File: src/hw/dpg_defines.svh
// constants for the dual-port gpio block, with the overview list
// Overview of operation
// - port A pin drives when its direction bit is 1, else floats as input
// - reset clears all eight port A direction bits
// - port A data read gives latch where output, synced pin where input
// - data writes always update the latch, whatever the direction bit
// - eight port B data latches at 0x0001, untouched by reset
// - port B pin drives when its direction bit is 1, else input
// - reset clears all eight port B direction bits
// - port B data read gives latch where output, pin where input
// - serial enable hands port B pins 0 and 1 to transmit and receive
// - timer one select bits take port B pins 2 and 3 from the port
// - timer two select bits take port B pins 4 and 5 from the port
// - converter channel select may claim port B pin 6 or 7 as analog
// - converter pins not selected stay ordinary digital port pins
// - led enable bits give pins 0 to 5 high-sink drive when output, but none on timer-owned pins
// - with serial enabled, led bit 0 gives the transmit pin high sink
// - port A data latches at 0x0000, software read/write, kept over reset
// - keypad enable bits take port A pins 0 to 3 from the port
`ifndef DPG_DEFINES_SVH
`define DPG_DEFINES_SVH
`define DPG_IDX_DATA_A    10'h000
`define DPG_IDX_DATA_B    10'h001
`define DPG_IDX_DIRA      10'h004
`define DPG_IDX_DIRB      10'h005
`define DPG_IDX_LED       10'h00C
`define DPG_ADDR_DATA_A   {`DPG_IDX_DATA_A, 2'h0}
`define DPG_ADDR_DATA_B   {`DPG_IDX_DATA_B, 2'h0}
`define DPG_ADDR_DIRA     {`DPG_IDX_DIRA, 2'h0}
`define DPG_ADDR_DIRB     {`DPG_IDX_DIRB, 2'h0}
`define DPG_ADDR_LED      {`DPG_IDX_LED, 2'h0}
`define DPG_ADDR_INFO     12'h040
`define DPG_DIR_RESET     8'h00
`define DPG_LED_RESET     8'h00
`define DPG_LED_MASK      8'h3F
`define DPG_CONV_PIN6     5'h0A
`define DPG_CONV_PIN7     5'h0B
`define DPG_ELS_PORT      2'h0
`define DPG_BIT_TXD       0
`define DPG_BIT_RXD       1
`define DPG_ADDR_MSB      11
`endif

File: src/hw/dpg_pkg.sv
// types shared by the dual-port gpio block
package dpg_pkg;
  // pin bundle for one eight-bit port
  typedef struct packed {
    logic [7:0] out;
    logic [7:0] oe;
  } dpg_pin_drive_type;
  // alternate-function selects from the on-chip peripherals
  typedef struct packed {
    logic       serial_if_enable;
    logic [1:0] timer_one_els0;
    logic [1:0] timer_one_els1;
    logic [1:0] timer_two_els0;
    logic [1:0] timer_two_els1;
    logic [4:0] converter_channel_select;
    logic [3:0] keypad_irq_pin_enable;
  } dpg_periph_sel_type;
endpackage

File: src/hw/dpg_gpio.sv
// dual-port gpio with peripheral overrides and led drive, apb slave
//
// The APB interface to the registers is this design's own decision.
`timescale 1ns/1ps
`include "dpg_defines.svh"
module dpg_gpio (
  // clock and reset
  input  wire logic                        pclk,
  input  wire logic                        presetn,
  // apb slave
  input  wire logic                        psel,
  input  wire logic                        penable,
  input  wire logic                        pwrite,
  input  wire logic [11:0]                 paddr,
  input  wire logic [31:0]                 pwdata,
  input  wire logic [3:0]                  pstrb,
  output logic      [31:0]                 prdata,
  output logic                             pready,
  output logic                             pslverr,
  // peripheral selects
  input  wire dpg_pkg::dpg_periph_sel_type periph_sel,
  // peripheral signals sharing the pins
  input  wire logic                        serial_tx,
  input  wire logic [3:0]                  timer_out,
  input  wire logic [3:0]                  timer_out_en,
  output logic                             serial_rx,
  output logic [3:0]                       timer_in,
  output logic [3:0]                       keypad_in,
  // pins
  input  wire logic [7:0]                  port_a_in,
  input  wire logic [7:0]                  port_b_in,
  output dpg_pkg::dpg_pin_drive_type       port_a_pin,
  output dpg_pkg::dpg_pin_drive_type       port_b_pin,
  output logic [7:0]                       port_a_analog,
  output logic [7:0]                       port_b_analog,
  output logic [7:0]                       port_b_high_sink
);
  logic [7:0]                 port_a_data_latch_q;
  logic [7:0]                 port_a_data_latch_d;
  logic [7:0]                 port_b_data_latch_q;
  logic [7:0]                 port_b_data_latch_d;
  logic [7:0]                 port_a_direction_q;
  logic [7:0]                 port_a_direction_d;
  logic [7:0]                 port_b_direction_q;
  logic [7:0]                 port_b_direction_d;
  logic [7:0]                 port_b_led_drive_enable_q;
  logic [7:0]                 port_b_led_drive_enable_d;
  logic [31:0]                prdata_q;
  logic [31:0]                prdata_d;
  logic                       pready_q;
  logic                       pready_d;
  logic                       pslverr_q;
  logic                       pslverr_d;
  dpg_pkg::dpg_pin_drive_type pa_q;
  dpg_pkg::dpg_pin_drive_type pa_d;
  dpg_pkg::dpg_pin_drive_type pb_q;
  dpg_pkg::dpg_pin_drive_type pb_d;
  logic [7:0]                 pa_an_q;
  logic [7:0]                 pa_an_d;
  logic [7:0]                 pb_an_q;
  logic [7:0]                 pb_an_d;
  logic [7:0]                 hs_q;
  logic [7:0]                 hs_d;
  logic                       rx_q;
  logic                       rx_d;
  logic [3:0]                 tin_q;
  logic [3:0]                 tin_d;
  logic [3:0]                 kin_q;
  logic [3:0]                 kin_d;
  logic [15:0]                pin_sync;
  logic [7:0]                 sync_a;
  logic [7:0]                 sync_b;
  logic                       wr_access;
  logic                       wr_commit;
  logic                       rd_access;
  logic                       addr_hit;
  logic [7:0]                 b_alt;
  logic [7:0]                 a_alt;

  // mixed read of a port: latch on outputs, pin on inputs
  function automatic logic [7:0] port_read(input logic [7:0] dir,
                                           input logic [7:0] latch,
                                           input logic [7:0] pin);
    port_read = (dir & latch) | (~dir & pin);
  endfunction

  // merge the low byte of a write under its lane strobe
  function automatic logic [7:0] byte_write(input logic [7:0] old,
                                            input logic [31:0] wd,
                                            input logic [3:0] st);
    byte_write = st[0] ? wd[7:0] : old;
  endfunction

  // pin levels synchronised before any read
  dpg_pin_sync #(.WIDTH(16)) u_sync (
    .pclk     (pclk),
    .presetn  (presetn),
    .async_in ({port_b_in, port_a_in}),
    .sync_out (pin_sync)
  );
  assign sync_a = pin_sync[7:0];
  assign sync_b = pin_sync[15:8];

  // one-wait apb access: ready is raised in the second access cycle
  assign wr_access = psel && penable && pwrite && !pready_q;
  assign rd_access = psel && penable && !pwrite && !pready_q;
  // a write commits at the edge that samples ready high
  assign wr_commit = psel && penable && pwrite && pready_q;
  always_comb
  begin
    case (paddr)
      `DPG_ADDR_DATA_A, `DPG_ADDR_DATA_B, `DPG_ADDR_DIRA,
      `DPG_ADDR_DIRB, `DPG_ADDR_LED: addr_hit = 1'h1;
      default: addr_hit = 1'h0;
    endcase
  end

  // register file next values
  always_comb
  begin
    port_a_data_latch_d       = port_a_data_latch_q;
    port_b_data_latch_d       = port_b_data_latch_q;
    port_a_direction_d        = port_a_direction_q;
    port_b_direction_d        = port_b_direction_q;
    port_b_led_drive_enable_d = port_b_led_drive_enable_q;
    if (wr_commit)
    begin
      case (paddr)
        `DPG_ADDR_DATA_A: port_a_data_latch_d =
          byte_write(port_a_data_latch_q, pwdata, pstrb);
        `DPG_ADDR_DATA_B: port_b_data_latch_d =
          byte_write(port_b_data_latch_q, pwdata, pstrb);
        `DPG_ADDR_DIRA: port_a_direction_d =
          byte_write(port_a_direction_q, pwdata, pstrb);
        `DPG_ADDR_DIRB: port_b_direction_d =
          byte_write(port_b_direction_q, pwdata, pstrb);
        `DPG_ADDR_LED: port_b_led_drive_enable_d =
          byte_write(port_b_led_drive_enable_q, pwdata, pstrb)
          & `DPG_LED_MASK;
        default: ;
      endcase
    end
  end

  // data latches keep their value over reset
  always_ff @(posedge pclk)
  begin
    port_a_data_latch_q <= port_a_data_latch_d;
    port_b_data_latch_q <= port_b_data_latch_d;
  end

  // control registers
  always_ff @(posedge pclk or negedge presetn)
  begin
    if (!presetn)
    begin
      port_a_direction_q        <= `DPG_DIR_RESET;
      port_b_direction_q        <= `DPG_DIR_RESET;
      port_b_led_drive_enable_q <= `DPG_LED_RESET;
    end
    else
    begin
      port_a_direction_q        <= port_a_direction_d;
      port_b_direction_q        <= port_b_direction_d;
      port_b_led_drive_enable_q <= port_b_led_drive_enable_d;
    end
  end

  // apb answer next values
  always_comb
  begin
    pready_d  = psel && penable && !pready_q;
    pslverr_d = 1'h0;
    prdata_d  = '0;
    if (rd_access)
    begin
      case (paddr)
        `DPG_ADDR_DATA_A: prdata_d[7:0] =
          port_read(port_a_direction_q, port_a_data_latch_q, sync_a);
        `DPG_ADDR_DATA_B: prdata_d[7:0] =
          port_read(port_b_direction_q, port_b_data_latch_q, sync_b);
        `DPG_ADDR_DIRA: prdata_d[7:0] = port_a_direction_q;
        `DPG_ADDR_DIRB: prdata_d[7:0] = port_b_direction_q;
        `DPG_ADDR_LED: prdata_d[7:0] = port_b_led_drive_enable_q;
        default: prdata_d = '0;
      endcase
    end
    if ((rd_access || wr_access) && !addr_hit)
      pslverr_d = 1'h1;
  end

  // apb answer registers
  always_ff @(posedge pclk or negedge presetn)
  begin
    if (!presetn)
    begin
      prdata_q  <= '0;
      pready_q  <= 1'h0;
      pslverr_q <= 1'h0;
    end
    else
    begin
      prdata_q  <= prdata_d;
      pready_q  <= pready_d;
      pslverr_q <= pslverr_d;
    end
  end

  // pin ownership for each port pin
  always_comb
  begin
    a_alt = {4'h0, periph_sel.keypad_irq_pin_enable};
    b_alt = 8'h00;
    b_alt[`DPG_BIT_TXD] = periph_sel.serial_if_enable;
    b_alt[`DPG_BIT_RXD] = periph_sel.serial_if_enable;
    b_alt[2] = periph_sel.timer_one_els0 != `DPG_ELS_PORT;
    b_alt[3] = periph_sel.timer_one_els1 != `DPG_ELS_PORT;
    b_alt[4] = periph_sel.timer_two_els0 != `DPG_ELS_PORT;
    b_alt[5] = periph_sel.timer_two_els1 != `DPG_ELS_PORT;
    b_alt[6] = periph_sel.converter_channel_select ==
      `DPG_CONV_PIN6;
    b_alt[7] = periph_sel.converter_channel_select ==
      `DPG_CONV_PIN7;
  end

  // port A drive next values
  always_comb
  begin
    pa_d.out = port_a_data_latch_q;
    pa_d.oe  = port_a_direction_q & ~a_alt;
    pa_an_d  = 8'h00;
    kin_d    = sync_a[3:0] & a_alt[3:0];
  end

  // port A drive registers
  always_ff @(posedge pclk or negedge presetn)
  begin
    if (!presetn)
    begin
      pa_q    <= '0;
      pa_an_q <= 8'h00;
      kin_q   <= 4'h0;
    end
    else
    begin
      pa_q    <= pa_d;
      pa_an_q <= pa_an_d;
      kin_q   <= kin_d;
    end
  end

  // port B drive next values
  always_comb
  begin
    pb_d.out = port_b_data_latch_q;
    pb_d.oe  = port_b_direction_q & ~b_alt;
    pb_d.out[`DPG_BIT_TXD] = b_alt[`DPG_BIT_TXD] ?
      serial_tx : port_b_data_latch_q[`DPG_BIT_TXD];
    pb_d.oe[`DPG_BIT_TXD] = b_alt[`DPG_BIT_TXD] ? 1'h1 :
      port_b_direction_q[`DPG_BIT_TXD];
    for (int i = 0; i < 4; i++)
    begin
      if (b_alt[i+2])
      begin
        pb_d.out[i+2] = timer_out[i];
        pb_d.oe[i+2]  = timer_out_en[i];
      end
    end
    pb_an_d = b_alt & 8'hC0;
    hs_d = port_b_led_drive_enable_q & pb_d.oe & ~b_alt;
    hs_d[`DPG_BIT_TXD] = port_b_led_drive_enable_q[`DPG_BIT_TXD] &
      pb_d.oe[`DPG_BIT_TXD];
    rx_d  = b_alt[`DPG_BIT_RXD] & sync_b[`DPG_BIT_RXD];
    tin_d = sync_b[5:2] & b_alt[5:2];
  end

  // port B drive registers
  always_ff @(posedge pclk or negedge presetn)
  begin
    if (!presetn)
    begin
      pb_q    <= '0;
      pb_an_q <= 8'h00;
      hs_q    <= 8'h00;
      rx_q    <= 1'h0;
      tin_q   <= 4'h0;
    end
    else
    begin
      pb_q    <= pb_d;
      pb_an_q <= pb_an_d;
      hs_q    <= hs_d;
      rx_q    <= rx_d;
      tin_q   <= tin_d;
    end
  end

  assign prdata           = prdata_q;
  assign pready           = pready_q;
  assign pslverr          = pslverr_q;
  assign port_a_pin       = pa_q;
  assign port_b_pin       = pb_q;
  assign port_a_analog    = pa_an_q;
  assign port_b_analog    = pb_an_q;
  assign port_b_high_sink = hs_q;
  assign serial_rx        = rx_q;
  assign timer_in         = tin_q;
  assign keypad_in        = kin_q;
endmodule

File: src/hw/dpg_pin_sync.sv
// two-stage synchroniser for a bus of pin levels
`timescale 1ns/1ps
module dpg_pin_sync #(
  parameter int WIDTH = 16
) (
  // clock and reset
  input  wire logic             pclk,
  input  wire logic             presetn,
  // levels
  input  wire logic [WIDTH-1:0] async_in,
  output logic      [WIDTH-1:0] sync_out
);
  logic [WIDTH-1:0] meta_q;
  logic [WIDTH-1:0] meta_d;
  logic [WIDTH-1:0] sync_q;
  logic [WIDTH-1:0] sync_d;

  // next values of both stages
  always_comb
  begin
    meta_d = async_in;
    sync_d = meta_q;
  end

  // register both stages
  always_ff @(posedge pclk or negedge presetn)
  begin
    if (!presetn)
    begin
      meta_q <= '0;
      sync_q <= '0;
    end
    else
    begin
      meta_q <= meta_d;
      sync_q <= sync_d;
    end
  end

  assign sync_out = sync_q;
endmodule

File: config.mk
export PLATFORM = sky130hd
export DESIGN_NAME = dpg_gpio
export DESIGN_NICKNAME = d
export VERILOG_FILES = /design/src/hw/dpg_pkg.sv /design/src/hw/dpg_gpio.sv /design/src/hw/dpg_pin_sync.sv
export VERILOG_INCLUDE_DIRS = /design/src /design/src/hw
export SDC_FILE = /design/constraint.sdc
export NUM_CORES = 1
export LEC_CHECK = 0
export BUFFER_PORTS_ARGS = -buffer_cell sky130_fd_sc_hd__buf_4
export CORE_ASPECT_RATIO = 0.8
export CORE_MARGIN = 4
export CORE_UTILIZATION = 40
export CTS_BUF_LIST = sky130_fd_sc_hd__clkbuf_8
export CTS_CLUSTER_SIZE = 40
export DETAILED_ROUTE_END_ITERATION = 7
export GPL_TIMING_DRIVEN = 0
export PLACE_DENSITY = 0.73
export SKIP_CTS_REPAIR_TIMING = 1
export SYNTH_ARGS = -nofsm -noshare
export SYNTH_HDL_FRONTEND = slang
export SYNTH_HIERARCHICAL = 1
export SYNTH_SLANG_ARGS = --single-unit
export TNS_END_PERCENT = 1
File: constraint.sdc
create_clock -name pclk -period 2.1 [get_ports pclk]
set_input_delay 0.21 -clock pclk [delete_from_list [all_inputs] [get_ports pclk]]
set_output_delay 0.21 -clock pclk [all_outputs]
set_load 0.1 [all_outputs]
==> results.toml <==
[power_and_ir_drop]
power-per-cell-area_mw_per_mm2 = 820
peakVddDrop_mv = 0.578
fin_total_pwr_uw = 5690
p_leak_uw = 0.00339

[route]
detailedRoute.firstPassIterationCount = 4
detailedRoute.firstIterationViolations = 82
via_per_inst = 4.41
detail_route.drc_violations = 0
post_drt_wl_per_cell_um = 15.6
route.antenna.remaining_nets = 0
detail_route.wirelength_mm = 10.9
route.vias.total = 3093

[clock_tree]
clkLatencyLatePin_ps = 420
cts_root_buffer = "sky130_fd_sc_hd__clkbuf_8"
clock_sink_count = 129
cts_max_level = 4
clkTransAtPathRegs_ps = 70
numCtsBuffers = 17
clk_path_buf_depth = 2
cts_tree = "built"

[flow_run]
number_of_max_cap_violations = 0

[sta]
worst_slack_ps = 121
maxSlewHeadroom_pct = 41.7
setup_viol_count_final = 0
max_clock_freq_mhz = 505
worst_case_hold_slack_ps = 25.5
worst_slew_pin_slew_ps = 868
hold_viol_final = 0
unrepaired_setup_endpoints_after_global_routing = "no"
fin_crit_sh_pct = 94.2
timing_max_transition_violations_final = 0
minimum_clock_period_after_layout_ps = 1980
fin_worst_skew_ps = 9.25

[setup_path]
path_class = "in2reg"
required_ps = 2160
timing.critical_path.slowest_stage_cell = "sky130_fd_sc_hd__nor2_1"
critical_path_arrival_ps = 2040
critPathBufInv = 2
setup.worst_path.start_class = "primary input"
worstPathCellList = "buf_4 -> clkbuf_1 -> nor2_1 -> and3_1"
timing.critical_path.max_delay_family = "simple AND/OR/NAND/NOR gates"
cpPeakStageDelay_ps = 730
crit_path_end_kind = "register"
path_max_fanout = 10

[synth]
yosys_register_bits = 129
fraction_of_post_synthesis_cell_area_in_the_top_cell_type_by_area_pct = 58.7
synthesis.instances = 317
syn_area_cell_um2 = 15.2
synthesis.yosys.warnings = 6
synth_sequential_area_ratio_pct = 68.7
synthTopCellsByArea = "sky130_fd_sc_hd__dfrtp_1, sky130_fd_sc_hd__edfxtp_1, sky130_fd_sc_hd__mux2_2"
syn_area_mm2 = 0.00481
synthDominantAreaCellType = "sky130_fd_sc_hd__dfrtp_1"
synthDistinctLibCells = 34

[cells_and_area]
insertedDiodeCount = 0
finish.utilization_pct = 59.6
fin_cells = 701
layout_commonest_cell = "sky130_fd_sc_hd__buf_4"
syn_to_final_growth_pct = 44.1
fin_nets = 636
final_layout_size_suffix_gt1_share_pct = 46.1
most_frequent_cells_in_the_layout = "sky130_fd_sc_hd__buf_4, sky130_fd_sc_hd__dfrtp_1, sky130_fd_sc_hd__mux2_2, sky130_fd_sc_hd__conb_1, sky130_fd_sc_hd__dlygate4sd3_1"

[placement]
numPlacedInstances = 629
hpwl_mm = 7.45
portBuffers = 125
routability_congestion = 0.755
dpl_worst_slack_ps = -339

[floorplan]
std_cell_rows = 35
initial_utilization_pct = 41.3
floorplan.die_area_mm2 = 0.0139
pin_count = 195
fp.dieW_um = 131
design.core.area_mm2 = 0.0116
die-height_um = 106

[global_routing]
grt_first_pass_wirelength_mm = 16.2
grt_overflow_total = 0
grt_start_max_net_pins = 114
globalRouteTotalUtil_pct = 15.6
antenna_found_initial = 0
first_global_vias = 3074

[run_status]
outcome = "completed"

[hold_path]
worst_min_path_class = "in2reg"
==> state kept, by name, summed over array words and instances, names as in the netlist, 2 cells and up <==
name	cells
port_b_analog	2
port_a_pin	16
u_sync/sync_out	16
port_b_led_drive_enable_q	6
keypad_in	4
port_b_direction_q	8
port_b_data_latch_q	8
port_b_high_sink	6
timer_in	4
port_a_direction_q	8
prdata	8
u_sync/meta_q	16
port_a_data_latch_q	8
port_b_pin	16
==> worst reg2reg max path, stage by stage, from the launching register on <==
cell and delay [ps]:
sky130_fd_sc_hd__dfrtp_2 390, sky130_fd_sc_hd__nand2_1 50, sky130_fd_sc_hd__or2_2 330, sky130_fd_sc_hd__nor4_4 660, sky130_fd_sc_hd__mux2_2 420
==> routing by layer <==
metal,wire length (um),GRT usage [%],up-vias
met2,5550,25.4,101
met5,0,0,-
met1,4500,19.6,1518
met4,142,5.14,0
met3,751,5.37,13
li1,-,-,1461
==> path summary, 6_finish.rpt <==
check	startpoint	endpoint	cells after the start	slack, ps
worst max-delay path	paddr[5]	port_a_data_latch_q[4]	4	120
worst min-delay path	timer_out_en[0]	port_b_pin[2]	2	30
worst max register to register	pready	port_b_direction_q[3]	4	140
worst min register to register	u_sync/meta_q[10]	u_sync/sync_out[10]	0	340
max in group asynchronous	presetn	port_a_direction_q[5]	3	1140
min in group asynchronous	presetn	keypad_in[0]	2	320
==> Yosys cell counts <==
cell / instances
sky130_fd_sc_hd__nand3_2: 1
sky130_fd_sc_hd__dfrtp_1: 113
sky130_fd_sc_hd__nor4_2: 1
sky130_fd_sc_hd__nor2_1: 6
sky130_fd_sc_hd__edfxtp_1: 16
sky130_fd_sc_hd__or4_1: 1
sky130_fd_sc_hd__nor2b_1: 15
sky130_fd_sc_hd__or2_2: 3
sky130_fd_sc_hd__nand4_1: 1
sky130_fd_sc_hd__buf_4: 40
sky130_fd_sc_hd__nor4_4: 1
sky130_fd_sc_hd__nor4b_4: 1
sky130_fd_sc_hd__mux2i_1: 12
sky130_fd_sc_hd__nor4bb_1: 1
sky130_fd_sc_hd__clkbuf_1: 2
sky130_fd_sc_hd__nor4_1: 1
sky130_fd_sc_hd__nor3b_1: 1
sky130_fd_sc_hd__mux4_2: 2
sky130_fd_sc_hd__and4_1: 1
sky130_fd_sc_hd__mux2_2: 40
sky130_fd_sc_hd__inv_1: 2
sky130_fd_sc_hd__nor3_1: 1
sky130_fd_sc_hd__a21oi_1: 7
sky130_fd_sc_hd__o211ai_1: 6
sky130_fd_sc_hd__buf_2: 3
sky130_fd_sc_hd__and3_1: 6
sky130_fd_sc_hd__and2_1: 8
sky130_fd_sc_hd__conb_1: 1
sky130_fd_sc_hd__o2bb2ai_1: 6
sky130_fd_sc_hd__clkbuf_2: 1
sky130_fd_sc_hd__mux2_1: 1
sky130_fd_sc_hd__nand4b_1: 1
sky130_fd_sc_hd__o21ai_0: 1
sky130_fd_sc_hd__nand2_1: 14
==> final cells by class <==
| type | instances | area, um2 |
|---|---|---|
| Fill cell | 954 | 4710 |
| Sequential cell | 129 | 3310 |
| Timing Repair Buffer | 165 | 1360 |
| Multi-Input combinational cell | 179 | 1330 |
| Buffer | 46 | 328 |
| Clock buffer | 19 | 262 |
| Tap cell | 148 | 185 |
| Clock inverter | 13 | 160 |
| Inverter | 2 | 7.51 |
==> metrics by stage <==
stage	TNS [ps]	cell area, um2
6_report	0	6940
5_1_grt	0	6940
4_1_cts	0	6520
3_5_place_dp	-4460	6100
3_3_place_gp	-6470	6090
2_1_floorplan	0	4970
==> power breakdown <==
group / internal, uW / switching (uW) / leakage (uW)
Combinational: 254 / 652 / 0.00160
Sequential: 2580 / 17.4 / 0.00159
Clock: 1230 / 952 / 0.000200
Total: 4070 / 1620 / 0.00339
==> kinds of logic (layout without fill, tap and decap cells) <==
family	Yosys count	count (layout)	synth area share [%]
AO/OA/AOI/OAI	20	20	2.86
buffers and inverters	48	245	6.96
flip-flops	129	129	68.7
multiplexers	55	55	13.0
other	1	40	0.0779
AND/OR/NAND/NOR	64	64	8.37
(Power assumes the default switching activity.)
